$ cat config.mk
export PLATFORM = sky130hd
export DESIGN_NAME = adcseq_top
export DESIGN_NICKNAME = d
export VERILOG_FILES = /design/src/hw/adcseq_pkg.sv /design/src/hw/adcseq_top.sv /design/src/hw/adcseq_conv_timer.sv
export VERILOG_INCLUDE_DIRS = /design/src /design/src/hw
export SDC_FILE = /design/constraint.sdc
export NUM_CORES = 1
export LEC_CHECK = 0
export ABC_AREA = 1
export BUFFER_PORTS_ARGS = -buffer_cell sky130_fd_sc_hd__buf_2
export CORE_ASPECT_RATIO = 1.75
export CORE_MARGIN = 3
export CORE_UTILIZATION = 40
export CTS_CLUSTER_SIZE = 12
export DETAILED_ROUTE_END_ITERATION = 16
export HOLD_SLACK_MARGIN = 0.02
export PLACE_DENSITY_LB_ADDON = 0.25
export SLEW_MARGIN = 10
export SYNTH_ARGS = -nofsm -noshare
export SYNTH_HDL_FRONTEND = slang
export SYNTH_SLANG_ARGS = --single-unit
$ cat constraint.sdc
create_clock -name aclk -period 3.1 [get_ports aclk]
set_input_delay 0.155 -clock aclk [delete_from_list [all_inputs] [get_ports aclk]]
set_output_delay 0.155 -clock aclk [all_outputs]
set_load 0.03 [all_outputs]
$ cat src/hw/adcseq_defines.svh
// register offsets, field positions, reset values and counts for the conversion sequencer
`ifndef ADCSEQ_DEFINES_SVH
`define ADCSEQ_DEFINES_SVH
`define ADCSEQ_OFF_MODE      12'h000
`define ADCSEQ_OFF_SCAN      12'h004
`define ADCSEQ_OFF_STATUS    12'h008
`define ADCSEQ_OFF_CTRL      12'h00C
`define ADCSEQ_OFF_IRQ_STAT  12'h010
`define ADCSEQ_OFF_IRQ_MASK  12'h014
`define ADCSEQ_MODE_SCAN_BIT 0
`define ADCSEQ_MODE_RPT_BIT  1
`define ADCSEQ_MODE_ITM_LSB  4
`define ADCSEQ_MODE_MASK     32'h0000_0073
`define ADCSEQ_SCAN_MASK     32'h0000_00FF
`define ADCSEQ_CTRL_MASK     32'h0000_00E0
`define ADCSEQ_CTRL_START    0
`define ADCSEQ_CTRL_HPSTART  1
`define ADCSEQ_IRQ_MASK_BITS 32'h0000_0003
`define ADCSEQ_RESET_VALUE   32'h0000_0000
`define ADCSEQ_LAST_CHANNEL  4'h3
`define ADCSEQ_CONV_CYCLES   8'h10
`define ADCSEQ_RESP_OKAY     2'b00
`define ADCSEQ_RESP_SLVERR   2'b10
`endif

$ cat src/hw/adcseq_pkg.sv
// types shared by the conversion sequencer
package adcseq_pkg;
   typedef struct packed {
      logic        awvalid;
      logic [11:0] awaddr;
      logic        wvalid;
      logic [31:0] wdata;
      logic [3:0]  wstrb;
      logic        bready;
      logic        arvalid;
      logic [11:0] araddr;
      logic        rready;
   } adcseq_axi_req_t;
   typedef struct packed {
      logic        awready;
      logic        wready;
      logic        bvalid;
      logic [1:0]  bresp;
      logic        arready;
      logic        rvalid;
      logic [31:0] rdata;
      logic [1:0]  rresp;
   } adcseq_axi_rsp_t;
   typedef enum logic [1:0] {
      ADCSEQ_IDLE = 2'b00,
      ADCSEQ_CONV = 2'b01,
      ADCSEQ_HPRI = 2'b10
   } adcseq_state_t;
endpackage

$ cat src/hw/adcseq_top.sv
// conversion sequencer with AXI4-Lite registers, channel scan and interrupt
//
// Our own choices: the AXI4-Lite register port and the placing of the registers.
`timescale 1ns/1ps
`include "adcseq_defines.svh"
// Behaviour
// fixed-channel repeat raises interrupt every ITM+1 conversions, one to eight.
// interrupt timing field used only with repeat set and scan clear.
// repeat 0 converts once; repeat 1 keeps converting until software stops.
// scan 0 converts a fixed channel; scan 1 scans the channel range.
// clearing only repeat stops a repeat sequence in either mode.
// scan start channel sits in bits 3-0 of the scan register.
// scan range bits 7-4 give channel count minus one.
// scan walks ascending channels from the start for the set count.
// software keeps start plus range at or below channel three.
// status bit 3 reads 1 once a top-priority conversion completes.
// status bit 2 reads 1 while a top-priority conversion runs.
// status bit 1 reads 1 once a normal conversion completes.
// status bit 0 reads 1 while a normal conversion runs.
// status read clears both done flags, busy flags unchanged.
// software clears power-on and reference-current bits before standby.
// channel codes zero to three pick inputs; other codes reserved.
// clearing repeat finishes the running conversion, sets done, then idles; in scan mode the code first finishes the rest of the pass.
// decimation counter restarts with every new conversion sequence.
module adcseq_top #(
   parameter logic [7:0] CONV_CYCLES = `ADCSEQ_CONV_CYCLES
) (
   input  wire logic                     aclk,          // 10 MHz clock
   input  wire logic                     aresetn,       // sync reset, active low
   input  wire adcseq_pkg::adcseq_axi_req_t axi_req,    // AXI4-Lite requests
   output adcseq_pkg::adcseq_axi_rsp_t   axi_rsp,       // AXI4-Lite answers
   input  wire logic                     trig_normal,   // hardware start, normal
   input  wire logic                     trig_priority, // hardware start, priority
   input  wire logic [3:0]               priority_chan, // priority input channel
   output logic [3:0]                    conv_channel,  // channel to the analog mux
   output logic                          conv_start,    // start pulse to the core
   output logic                          converter_power_on,       // core power
   output logic                          reference_current_always, // ref current
   output logic                          idle_operation_enable,    // run when idle
   output logic                          irq            // level interrupt
);
   import adcseq_pkg::*;

   // ==========================================================
   // registers and internal event signals
   logic [31:0]   mode_q;
   logic [31:0]   scan_q;
   logic [31:0]   ctrl_q;
   logic [1:0]    irq_stat_q;
   logic [1:0]    irq_mask_q;
   logic          normal_done_flag_q;
   logic          priority_done_flag_q;
   adcseq_state_t state_q;
   logic [3:0]    chan_q;
   logic [3:0]    left_q;
   logic [2:0]    dec_q;
   logic          resume_q;
   logic          conv_done;
   logic          done_event;
   logic          conv_irq_ev;
   logic          hp_irq_ev;

   // mode and scan fields
   logic       f_scan;
   logic       f_rpt;
   logic [2:0] f_itm;
   logic [3:0] f_start;
   logic [3:0] f_range;
   assign f_scan  = mode_q[`ADCSEQ_MODE_SCAN_BIT];
   assign f_rpt   = mode_q[`ADCSEQ_MODE_RPT_BIT];
   assign f_itm   = mode_q[`ADCSEQ_MODE_ITM_LSB +: 3];
   assign f_start = scan_q[3:0];
   assign f_range = scan_q[7:4];

   // ==========================================================
   // AXI4-Lite write side: address and data taken in either order
   logic        aw_held_q;
   logic        w_held_q;
   logic [11:0] awaddr_q;
   logic [31:0] wdata_q;
   logic [3:0]  wstrb_q;
   logic        wr_fire;
   logic        sw_start;
   logic        sw_hpstart;
   logic [31:0] wmask;
   assign wr_fire = aw_held_q && w_held_q && !axi_rsp.bvalid;
   always_comb begin
      for (int i = 0; i < 4; i++) begin
         wmask[i*8 +: 8] = {8{wstrb_q[i]}};
      end
   end
   always_ff @(posedge aclk) begin
      if (!aresetn) begin
         aw_held_q       <= 1'b0;
         w_held_q        <= 1'b0;
         awaddr_q        <= 12'h000;
         wdata_q         <= 32'h0000_0000;
         wstrb_q         <= 4'h0;
         axi_rsp.awready <= 1'b0;
         axi_rsp.wready  <= 1'b0;
         axi_rsp.bvalid  <= 1'b0;
         axi_rsp.bresp   <= `ADCSEQ_RESP_OKAY;
      end else begin
         axi_rsp.awready <= !aw_held_q && !axi_rsp.awready && axi_req.awvalid;
         axi_rsp.wready  <= !w_held_q && !axi_rsp.wready && axi_req.wvalid;
         if (axi_rsp.awready && axi_req.awvalid) begin
            aw_held_q <= 1'b1;
            awaddr_q  <= axi_req.awaddr;
         end
         if (axi_rsp.wready && axi_req.wvalid) begin
            w_held_q <= 1'b1;
            wdata_q  <= axi_req.wdata;
            wstrb_q  <= axi_req.wstrb;
         end
         if (wr_fire) begin
            aw_held_q      <= 1'b0;
            w_held_q       <= 1'b0;
            axi_rsp.bvalid <= 1'b1;
            if (awaddr_q == `ADCSEQ_OFF_MODE || awaddr_q == `ADCSEQ_OFF_SCAN ||
                awaddr_q == `ADCSEQ_OFF_CTRL || awaddr_q == `ADCSEQ_OFF_IRQ_MASK ||
                awaddr_q == `ADCSEQ_OFF_STATUS || awaddr_q == `ADCSEQ_OFF_IRQ_STAT) begin
               axi_rsp.bresp <= `ADCSEQ_RESP_OKAY; // read-only targets ignore data
            end else begin
               axi_rsp.bresp <= `ADCSEQ_RESP_SLVERR;
            end
         end else if (axi_rsp.bvalid && axi_req.bready) begin
            axi_rsp.bvalid <= 1'b0;
         end
      end
   end

   // start bits are self-clearing strobes, never stored
   assign sw_start   = wr_fire && awaddr_q == `ADCSEQ_OFF_CTRL && wstrb_q[0] &&
                       wdata_q[`ADCSEQ_CTRL_START];
   assign sw_hpstart = wr_fire && awaddr_q == `ADCSEQ_OFF_CTRL && wstrb_q[0] &&
                       wdata_q[`ADCSEQ_CTRL_HPSTART];

   // ==========================================================
   // configuration registers, reserved bits held at zero
   always_ff @(posedge aclk) begin
      if (!aresetn) begin
         mode_q     <= `ADCSEQ_RESET_VALUE;
         scan_q     <= `ADCSEQ_RESET_VALUE;
         ctrl_q     <= `ADCSEQ_RESET_VALUE;
         irq_mask_q <= 2'b00;
      end else if (wr_fire) begin
         if (awaddr_q == `ADCSEQ_OFF_MODE) begin
            mode_q <= ((wdata_q & wmask) | (mode_q & ~wmask)) & `ADCSEQ_MODE_MASK;
         end else if (awaddr_q == `ADCSEQ_OFF_SCAN) begin
            scan_q <= ((wdata_q & wmask) | (scan_q & ~wmask)) & `ADCSEQ_SCAN_MASK;
         end else if (awaddr_q == `ADCSEQ_OFF_CTRL) begin
            ctrl_q <= ((wdata_q & wmask) | (ctrl_q & ~wmask)) & `ADCSEQ_CTRL_MASK;
         end else if (awaddr_q == `ADCSEQ_OFF_IRQ_MASK) begin
            irq_mask_q <= wstrb_q[0] ? wdata_q[1:0] : irq_mask_q;
         end
      end
   end

   // ==========================================================
   // read side: one read at a time, data registered
   logic rd_status;
   logic rd_irq_stat;
   assign rd_status   = axi_rsp.arready && axi_req.arvalid &&
                        axi_req.araddr == `ADCSEQ_OFF_STATUS;
   assign rd_irq_stat = axi_rsp.arready && axi_req.arvalid &&
                        axi_req.araddr == `ADCSEQ_OFF_IRQ_STAT;
   always_ff @(posedge aclk) begin
      if (!aresetn) begin
         axi_rsp.arready <= 1'b0;
         axi_rsp.rvalid  <= 1'b0;
         axi_rsp.rdata   <= 32'h0000_0000;
         axi_rsp.rresp   <= `ADCSEQ_RESP_OKAY;
      end else begin
         axi_rsp.arready <= !axi_rsp.arready && !axi_rsp.rvalid && axi_req.arvalid;
         if (axi_rsp.arready && axi_req.arvalid) begin
            axi_rsp.rvalid <= 1'b1;
            axi_rsp.rresp  <= `ADCSEQ_RESP_OKAY;
            if (axi_req.araddr == `ADCSEQ_OFF_MODE) begin
               axi_rsp.rdata <= mode_q;
            end else if (axi_req.araddr == `ADCSEQ_OFF_SCAN) begin
               axi_rsp.rdata <= scan_q;
            end else if (axi_req.araddr == `ADCSEQ_OFF_STATUS) begin
               axi_rsp.rdata <= {28'h0000000, priority_done_flag_q,
                                 state_q == ADCSEQ_HPRI,
                                 normal_done_flag_q,
                                 state_q == ADCSEQ_CONV || resume_q};
            end else if (axi_req.araddr == `ADCSEQ_OFF_CTRL) begin
               axi_rsp.rdata <= ctrl_q;
            end else if (axi_req.araddr == `ADCSEQ_OFF_IRQ_STAT) begin
               axi_rsp.rdata <= {30'h00000000, irq_stat_q};
            end else if (axi_req.araddr == `ADCSEQ_OFF_IRQ_MASK) begin
               axi_rsp.rdata <= {30'h00000000, irq_mask_q};
            end else begin
               axi_rsp.rdata <= 32'h0000_0000;
               axi_rsp.rresp <= `ADCSEQ_RESP_SLVERR;
            end
         end else if (axi_rsp.rvalid && axi_req.rready) begin
            axi_rsp.rvalid <= 1'b0;
         end
      end
   end

   // ==========================================================
   // conversion sequencer; priority requests win over normal ones
   logic hp_req;
   logic nm_req;
   logic seq_more;
   assign hp_req = sw_hpstart || trig_priority;
   assign nm_req = sw_start || trig_normal;
   // another normal conversion follows while a scan pass has channels left, or when repeating
   assign seq_more = (f_scan && left_q != 4'h0) || f_rpt;
   always_ff @(posedge aclk) begin
      if (!aresetn) begin
         state_q    <= ADCSEQ_IDLE;
         chan_q     <= 4'h0;
         left_q     <= 4'h0;
         resume_q   <= 1'b0;
         conv_start <= 1'b0;
      end else begin
         conv_start <= 1'b0;
         case (state_q)
            ADCSEQ_IDLE: begin
               if (hp_req) begin
                  state_q    <= ADCSEQ_HPRI;
                  conv_start <= 1'b1;
               end else if (nm_req) begin
                  state_q    <= ADCSEQ_CONV;
                  conv_start <= 1'b1;
                  chan_q     <= f_scan ? f_start : scan_q[3:0];
                  left_q     <= f_scan ? f_range : 4'h0;
               end
            end
            ADCSEQ_CONV: begin
               if (conv_done) begin
                  // a cleared repeat ends here, after this conversion (in scan mode, the last of the pass) completes
                  if (hp_req) begin
                     state_q    <= ADCSEQ_HPRI; // normal sequence paused
                     resume_q   <= seq_more;
                     conv_start <= 1'b1;
                  end else if (seq_more) begin
                     conv_start <= 1'b1;
                  end else begin
                     state_q <= ADCSEQ_IDLE;
                  end
                  if (f_scan) begin
                     if (left_q == 4'h0) begin
                        chan_q <= f_start;
                        left_q <= f_range;
                     end else begin
                        chan_q <= chan_q + 4'h1;
                        left_q <= left_q - 4'h1;
                     end
                  end
               end
            end
            ADCSEQ_HPRI: begin
               if (conv_done) begin
                  state_q    <= resume_q ? ADCSEQ_CONV : ADCSEQ_IDLE;
                  conv_start <= resume_q;
                  resume_q   <= 1'b0;
               end
            end
            default: state_q <= ADCSEQ_IDLE;
         endcase
      end
   end

   adcseq_conv_timer #(
      .CYCLES (CONV_CYCLES)
   ) u_timer (
      .aclk    (aclk),
      .aresetn (aresetn),
      .start   (conv_start),
      .done    (conv_done)
   );

   // mux select is launched with conv_start; reserved codes clamp
   logic [3:0] nm_chan;
   assign nm_chan = (state_q == ADCSEQ_IDLE) ? (f_scan ? f_start : scan_q[3:0]) :
                    (!f_scan || state_q != ADCSEQ_CONV) ? chan_q :
                    (left_q == 4'h0) ? f_start : chan_q + 4'h1;
   always_ff @(posedge aclk) begin
      if (!aresetn) begin
         conv_channel <= 4'h0;
      end else if (hp_req && state_q != ADCSEQ_HPRI &&
                   (state_q == ADCSEQ_IDLE || conv_done)) begin
         conv_channel <= (priority_chan > `ADCSEQ_LAST_CHANNEL) ? 4'h0 : priority_chan;
      end else if (state_q == ADCSEQ_IDLE || conv_done) begin
         conv_channel <= (nm_chan > `ADCSEQ_LAST_CHANNEL) ? 4'h0 : nm_chan;
      end
   end

   // ==========================================================
   // done flags: set wins over the clear of a status read
   assign done_event = conv_done && state_q == ADCSEQ_CONV;
   always_ff @(posedge aclk) begin
      if (!aresetn) begin
         normal_done_flag_q   <= 1'b0;
         priority_done_flag_q <= 1'b0;
      end else begin
         if (done_event) begin
            normal_done_flag_q <= 1'b1;
         end else if (rd_status) begin
            normal_done_flag_q <= 1'b0;
         end else if (state_q == ADCSEQ_IDLE && nm_req && !hp_req) begin
            normal_done_flag_q <= 1'b0;
         end
         if (conv_done && state_q == ADCSEQ_HPRI) begin
            priority_done_flag_q <= 1'b1;
         end else if (rd_status) begin
            priority_done_flag_q <= 1'b0;
         end else if (state_q == ADCSEQ_IDLE && hp_req) begin
            priority_done_flag_q <= 1'b0;
         end
      end
   end

   // ==========================================================
   // interrupt decimation, only in fixed-channel repeat
   always_ff @(posedge aclk) begin
      if (!aresetn) begin
         dec_q <= 3'h0;
      end else if (state_q == ADCSEQ_IDLE && nm_req && !hp_req) begin
         dec_q <= 3'h0;
      end else if (done_event && f_rpt && !f_scan) begin
         dec_q <= (dec_q == f_itm) ? 3'h0 : dec_q + 3'h1;
      end
   end
   // scan: interrupt at end of each pass; single: every conversion
   assign conv_irq_ev = done_event && ((f_rpt && !f_scan) ? (dec_q == f_itm) :
                                       (f_scan ? left_q == 4'h0 : 1'b1));
   assign hp_irq_ev   = conv_done && state_q == ADCSEQ_HPRI;

   // sticky status cleared by reading it; new events win
   always_ff @(posedge aclk) begin
      if (!aresetn) begin
         irq_stat_q <= 2'b00;
         irq        <= 1'b0;
      end else begin
         irq_stat_q <= (rd_irq_stat ? 2'b00 : irq_stat_q) | {hp_irq_ev, conv_irq_ev};
         irq        <= |(irq_stat_q & irq_mask_q);
      end
   end

   // power controls are plain register bits for software
   always_ff @(posedge aclk) begin
      if (!aresetn) begin
         converter_power_on       <= 1'b0;
         idle_operation_enable    <= 1'b0;
         reference_current_always <= 1'b0;
      end else begin
         converter_power_on       <= ctrl_q[7];
         idle_operation_enable    <= ctrl_q[6];
         reference_current_always <= ctrl_q[5];
      end
   end
endmodule // adcseq_top

$ cat src/hw/adcseq_conv_timer.sv
// conversion time counter: stands in for the analog core's conversion time
`timescale 1ns/1ps
module adcseq_conv_timer #(
   parameter logic [7:0] CYCLES = 8'h10
) (
   input  wire logic aclk,     // clock
   input  wire logic aresetn,  // sync reset, active low
   input  wire logic start,    // begin one conversion
   output logic      done      // one-cycle pulse at end
);
   logic [7:0] cnt_q;
   logic       run_q;
   // ==========================================================
   // down counter, done fires on the last count
   always_ff @(posedge aclk) begin
      if (!aresetn) begin
         cnt_q <= 8'h00;
         run_q <= 1'b0;
         done  <= 1'b0;
      end else begin
         done <= 1'b0;
         if (start) begin
            cnt_q <= CYCLES - 8'h01;
            run_q <= 1'b1;
         end else if (run_q) begin
            if (cnt_q == 8'h00) begin
               run_q <= 1'b0;
               done  <= 1'b1;
            end else begin
               cnt_q <= cnt_q - 8'h01;
            end
         end
      end
   end
endmodule // adcseq_conv_timer

After elaboration in Yosys (flattened, before gate mapping)

Index checks and enable logic that the tools add are counted.

Input port bits: 73
Logic and storage cells: 232
Output and inout port bits: 50
Register bits after elaboration: 119

Bitwise operators: 16
Eq/ne operators: 24
Reductions and logical operators: 79
Order comparisons: 2
Mux-type cells: 72
Add/sub/neg operators: 4

Operators by type and width:

| cell                | number |
|---|---|
| $mux 4              | 20 |
| $eq 12x4->1 const B | 4 |
| $eq 12x5->1 const B | 4 |
| $mux 2              | 16 |
| $mux 8              | 4 |
| $logic_and 1x1->1   | 31 |
| $mux 1              | 26 |
| $and 8x8->8         | 3 |
| $eq 12x3->1 const B | 2 |
| $logic_not 12->1    | 2 |
| $or 8x8->8          | 2 |
| $pmux 4 s2          | 2 |
| $ne 2x2->1 const B  | 6 |
| $reduce_and 4->1    | 3 |
| $reduce_bool 2->1   | 6 |
| $logic_or 1x1->1    | 11 |
| $logic_not 1->1     | 9 |
| $gt 4x2->1 const B  | 2 |
| $logic_not 8->1     | 1 |
| $not 8->8           | 1 |
| $reduce_or 2->1     | 4 |
| $sub 8x1->8 const B | 1 |
| $and 7x7->7         | 1 |
| $or 7x7->7          | 1 |
| other kinds (24)    | 35 |

Longest topological paths before layout

Depth in word-level cells: 11
Gate-level depth with buffers: 12
Depth with buffers taken out: 12

By module

From an unflattened synthesis, not the netlist that was laid out.

Cells, all modules: 690
Area total of the unflattened synthesis: 4772.1 um^2

By module, submodules not included:

| module            | times used | seq. area each (um^2) | cells each | area an instance (um^2) |
|---|---|---|---|---|
| adcseq_top        | 1          | 1661.6                | 602        | 4206.5 |
| adcseq_conv_timer | 1          | 200.2                 | 88         | 565.5 |

Least setup slack after synthesis

No wires, ideal clock.

Kind: register -> register
Start: reg state_q[0]
End: reg left_q[1]
Stages on the path, launching flop included: 8
Setup slack: 1.582 ns
Arrival time: 1.402 ns
Data required time: 2.984 ns
Clock period less this slack: 1.518 ns
Setup time: 0.116 ns
Buffers on the path: 0
Cells stage by stage: dfxtp_1 > inv_1 > ha_1 > inv_1 > o22ai_1 > nand3_4 > o21ai_0 > nor2_1

Cells in the longest elaborated chain, start to end: 3
Elaborated cells between the ends (all ways): 9
Classes of those cells: 5 x eq/ne; 1 x mux; 3 x reduce/logical

RTL lines:

| what                                                 | RTL line          | text |
|---|---|---|
| start: declaration                                   | adcseq_top.sv:53  | `adcseq_state_t state_q;` |
| start signal: assignment                             | adcseq_top.sv:258 | `state_q <= resume_q ? ADCSEQ_CONV : ADCSEQ_IDLE;` |
| $eq 2x1->1 / $logic_not 2->1 (equally long branches) | adcseq_top.sv:221 | `case (state_q)` |
| $ne 2x2->1 (no line) (tied with other cells)         | -                 |  |
| $reduce_and 5->1 (no line)                           | -                 |  |
| end signal: assignment                               | adcseq_top.sv:230 | `left_q <= f_scan ? f_range : 4'h0;` |
| end signal: assignment                               | adcseq_top.sv:248 | `left_q <= f_range;` |
| end signal: assignment                               | adcseq_top.sv:251 | `left_q <= left_q - 4'h1;` |
| end: declaration                                     | adcseq_top.sv:55  | `logic [3:0] left_q;` |

Several ways; a longest one is shown, not always the timed one.
A chain may end at the register's enable or synchronous reset.

Final worst setup path

Start: reg state_q[0]
End: reg left_q[3]

The elaborated chain is that of the path after synthesis.

==> run_results.csv <==
group,metric,value,unit
sta,tns,0,ps
sta,hold_violations,0,
worst_setup_path,start_kind,"flip-flop",
yosys,synth_seq_area_share,39.44,%
cells_and_area,areaGrowthSynthToFinish,14.15,%
drt,ant_nets,0,
worst_setup_path,cp_common_cell,"inv_1",
sta,slew_violations,0,
clock_network,cts-resized-gates,0,
clock_network,numCtsBuffers,9,
place,place_ws,1002,ps
drt,drt_pre_antenna_iters,4,
cells_and_area,fillers,1178,
min_path,hp-start,"axi_req[64]",
die,core_area,11360,um2
place,io_buffers,69,
worst_setup_path,critical_path_arrival,2360,ps
clock_network,insertion_delay,360,ps
worst_setup_path,rr_startpoint,"state_q[0]$_SDFFE_PN0P_",
die,ios,123,
yosys,yosys.area.top_type,"dfxtp_1",
yosys,synth_cells,660,
power,power_leakage,2.399,nW
drt,wl,11620,um
clock_network,post_cts.repair.setup_buffers,0,
yosys,ys.flop_type,"dfxtp_1",
sta,fmax,471.9,MHz
worst_setup_path,rrSetupSlack,980,ps
yosys,ys_ff_latch,93,
yosys,synth.area.top_cells,"dfxtp_1 (39%), nor2_1 (7.9%), nand2_1 (7.1%), inv_1 (5.6%), nand3_1 (5.2%)",
sta,slew-limit-headroom,62.50,%
die,dieArea,13190,um2
drt,dr.first_iter.drc_count,175,
clock_network,path_clk_slew,70,ps
worst_setup_path,cp_slowest_stage_delay,490,ps
power,vdd_drop_max,374.0,uV
drt,drc,0,
cells_and_area,final_net_count,807,
worst_setup_path,path_class,"flip-flop to flip-flop",
clock_network,cts.sinks,93,
worst_setup_path,slowest_stage,"ha_1",
die,die_w,88.12,um
worst_setup_path,r2r_cells,7,
cells_and_area,diodes,0,
clock_network,cts_tree,"built",
yosys,yosys_warnings,0,
yosys,synth_edf_count,0,
worst_setup_path,worst_setup_path_end_kind,"flip-flop",
die,core.rowCount,51,
status,outcome,"completed",
drt,wl_per_cell,13.48,um
global_route,grt_start_max_net_pins,53,
yosys,synth.avg_cell_area,7.153,um2
global_route,grt_pass1_vias,4251,
job,drv_cap,0,
yosys,yosysMostFrequentCell,"nor2_1",
global_route,antenna_found_initial,0,
sta,rsz0062_at_grt,"false",
worst_setup_path,crit_fanout,12,
yosys,synthTopCellsByCount,"nor2_1 (99), dfxtp_1 (93), nand2_1 (89)",
clock_network,root_buffer,"clkbuf_16",
yosys,netlist.area_leader.share,39.44,%
min_path,whs_endpoint,"axi_rsp[40]$_SDFF_PN0_",
drt,vias,4393,
yosys,mappedNetlistArea,4721,um2
sta,setup_violations,0,
yosys,async_reset_ff_share,0,%
clock_network,clk_path_buf_depth,2,
min_path,hold_depth,3,
die,start_util,41.56,%
global_route,grt_pass1_wl,18930,um
sta,worstMarginPinSlew,561.9,ps
place,dp_hpwl,9101,um
yosys,synth_cell_types,40,
worst_setup_path,reg2reg_to,"left_q[3]$_SDFFE_PN0P_",
place,gp_congestion,0.9032,
global_route,gr-usage-all-layers,18.10,%
worst_setup_path,crit_chain,"inv_1 -> ha_1 -> inv_1 -> o22ai_1 -> nand3_4 -> o21ai_0 -> nor2_1",
min_path,hold_class,"primary input to flip-flop",
power,power_density,685.1,nW/um2
clock_network,h-tree-depth,3,
drt,via_per_inst,5.096,
global_route,grt.overflow.total,0,
die,fp.dieH,149.7,um
clock_network,holdBufCountCts,0,
sta,worst_slack,980.7,ps
sta,period_minus_slack,2119,ps
sta,period_share,68.36,%
cells_and_area,layout-drive-gt1-share,17.26,%
worst_setup_path,cp.required,3340,ps
sta,finalClockSkew,10.95,ps
==> stage by stage <==
| step | hold slack, ps | total power, mW | instances | area [um2] | util [%] |
|---|---|---|---|---|---|
| 4_1_cts | 20.71 | 3.721 | 862 | 5389 | 47.44 |
| 6_report | 30.60 | 3.692 | 862 | 5389 | 47.44 |
| 2_1_floorplan | 273.3 | 2.338 | 685 | 4815 | - |
| 3_3_place_gp | 389.2 | 2.544 | 846 | 5085 | 44.77 |
| 3_5_place_dp | 400.0 | 2.577 | 846 | 5085 | 44.77 |
| 5_1_grt | 43.43 | 3.930 | 862 | 5389 | 47.44 |
==> cells by family (layout without fill, tap and decap cells) <==
group	after synthesis	after routing	synth area share [%]
AO/OA/AOI/OAI	131	131	15.32
XOR/XNOR	7	7	1.299
adder cells (fa/ha/maj)	9	9	2.385
buffers and inverters	128	173	12.38
flip-flops	93	93	39.44
other	1	26	0.07944
AND/OR/NAND/NOR	291	291	29.10
==> metal layers <==
layer | vias up | part of all wire (%) | global-route usage [%] | wire [um]
met2 | 105 | 55 | 35.20 | 6399
met3 | 27 | 3.7 | 2.590 | 426
met4 | 0 | 3.2 | 9.077 | 374
met5 | - | 0 | 0 | 0
met1 | 2002 | 38 | 17.83 | 4421
li1 | 2259 | - | - | -
==> cell usage in the layout (no fill, tap or decap), types with 26 or more instances in the layout <==
cell type and instances:
nand2_1 89, buf_2 69, o21ai_0 43, a21oi_1 43, dfxtp_1 93, nand3_1 49
conb_1 26, inv_1 70, nor2_1 99
==> cell type report <==
cell class | instances | area, um2 | share of cell area (%)
Multi-Input combinational cell | 464 | 2369 | 43.95
Sequential cell | 93 | 1862 | 34.55
Timing Repair Buffer | 72 | 367.9 | 6.826
Inverter | 85 | 321.6 | 5.967
Clock buffer | 10 | 229.0 | 4.249
Tap cell | 132 | 165.2 | 3.065
Clock inverter | 6 | 75.07 | 1.393
==> power breakdown <==
group / internal [mW] / switching, mW
logic: 0.374 / 0.762
registers: 1.32 / 0.102
clock network: 0.640 / 0.500
==> how the worst max path moves through the flow <==
stage | from | end | slack [ps] | cells after the start
final | state_q[0]$_SDFFE_PN0P_ | left_q[3]$_SDFFE_PN0P_ | 980 | 7
after global routing | state_q[1]$_SDFFE_PN0P_ | left_q[3]$_SDFFE_PN0P_ | 830 | 7
after CTS | state_q[0]$_SDFFE_PN0P_ | left_q[3]$_SDFFE_PN0P_ | 980 | 7
after detailed placement | state_q[0]$_SDFFE_PN0P_ | left_q[3]$_SDFFE_PN0P_ | 1000 | 7
after global placement | state_q[1]$_SDFFE_PN0P_ | left_q[3]$_SDFFE_PN0P_ | 1070 | 7
after floorplan | state_q[0]$_SDFFE_PN0P_ | left_q[1]$_SDFFE_PN0P_ | 1580 | 7
==> worst max-delay path, delay by kind of cell (launching register included) <==
| kind | cells | cell delay (ps) |
|---|---|---|
| adder cells (fa/ha/maj) | 1 | 490 |
| AND/OR/NAND/NOR | 2 | 240 |
| AO/OA/AOI/OAI | 2 | 690 |
| flip-flops | 1 | 340 |
| buffers and inverters | 2 | 250 |
Note: power is estimated with default switching activity, not from simulation.
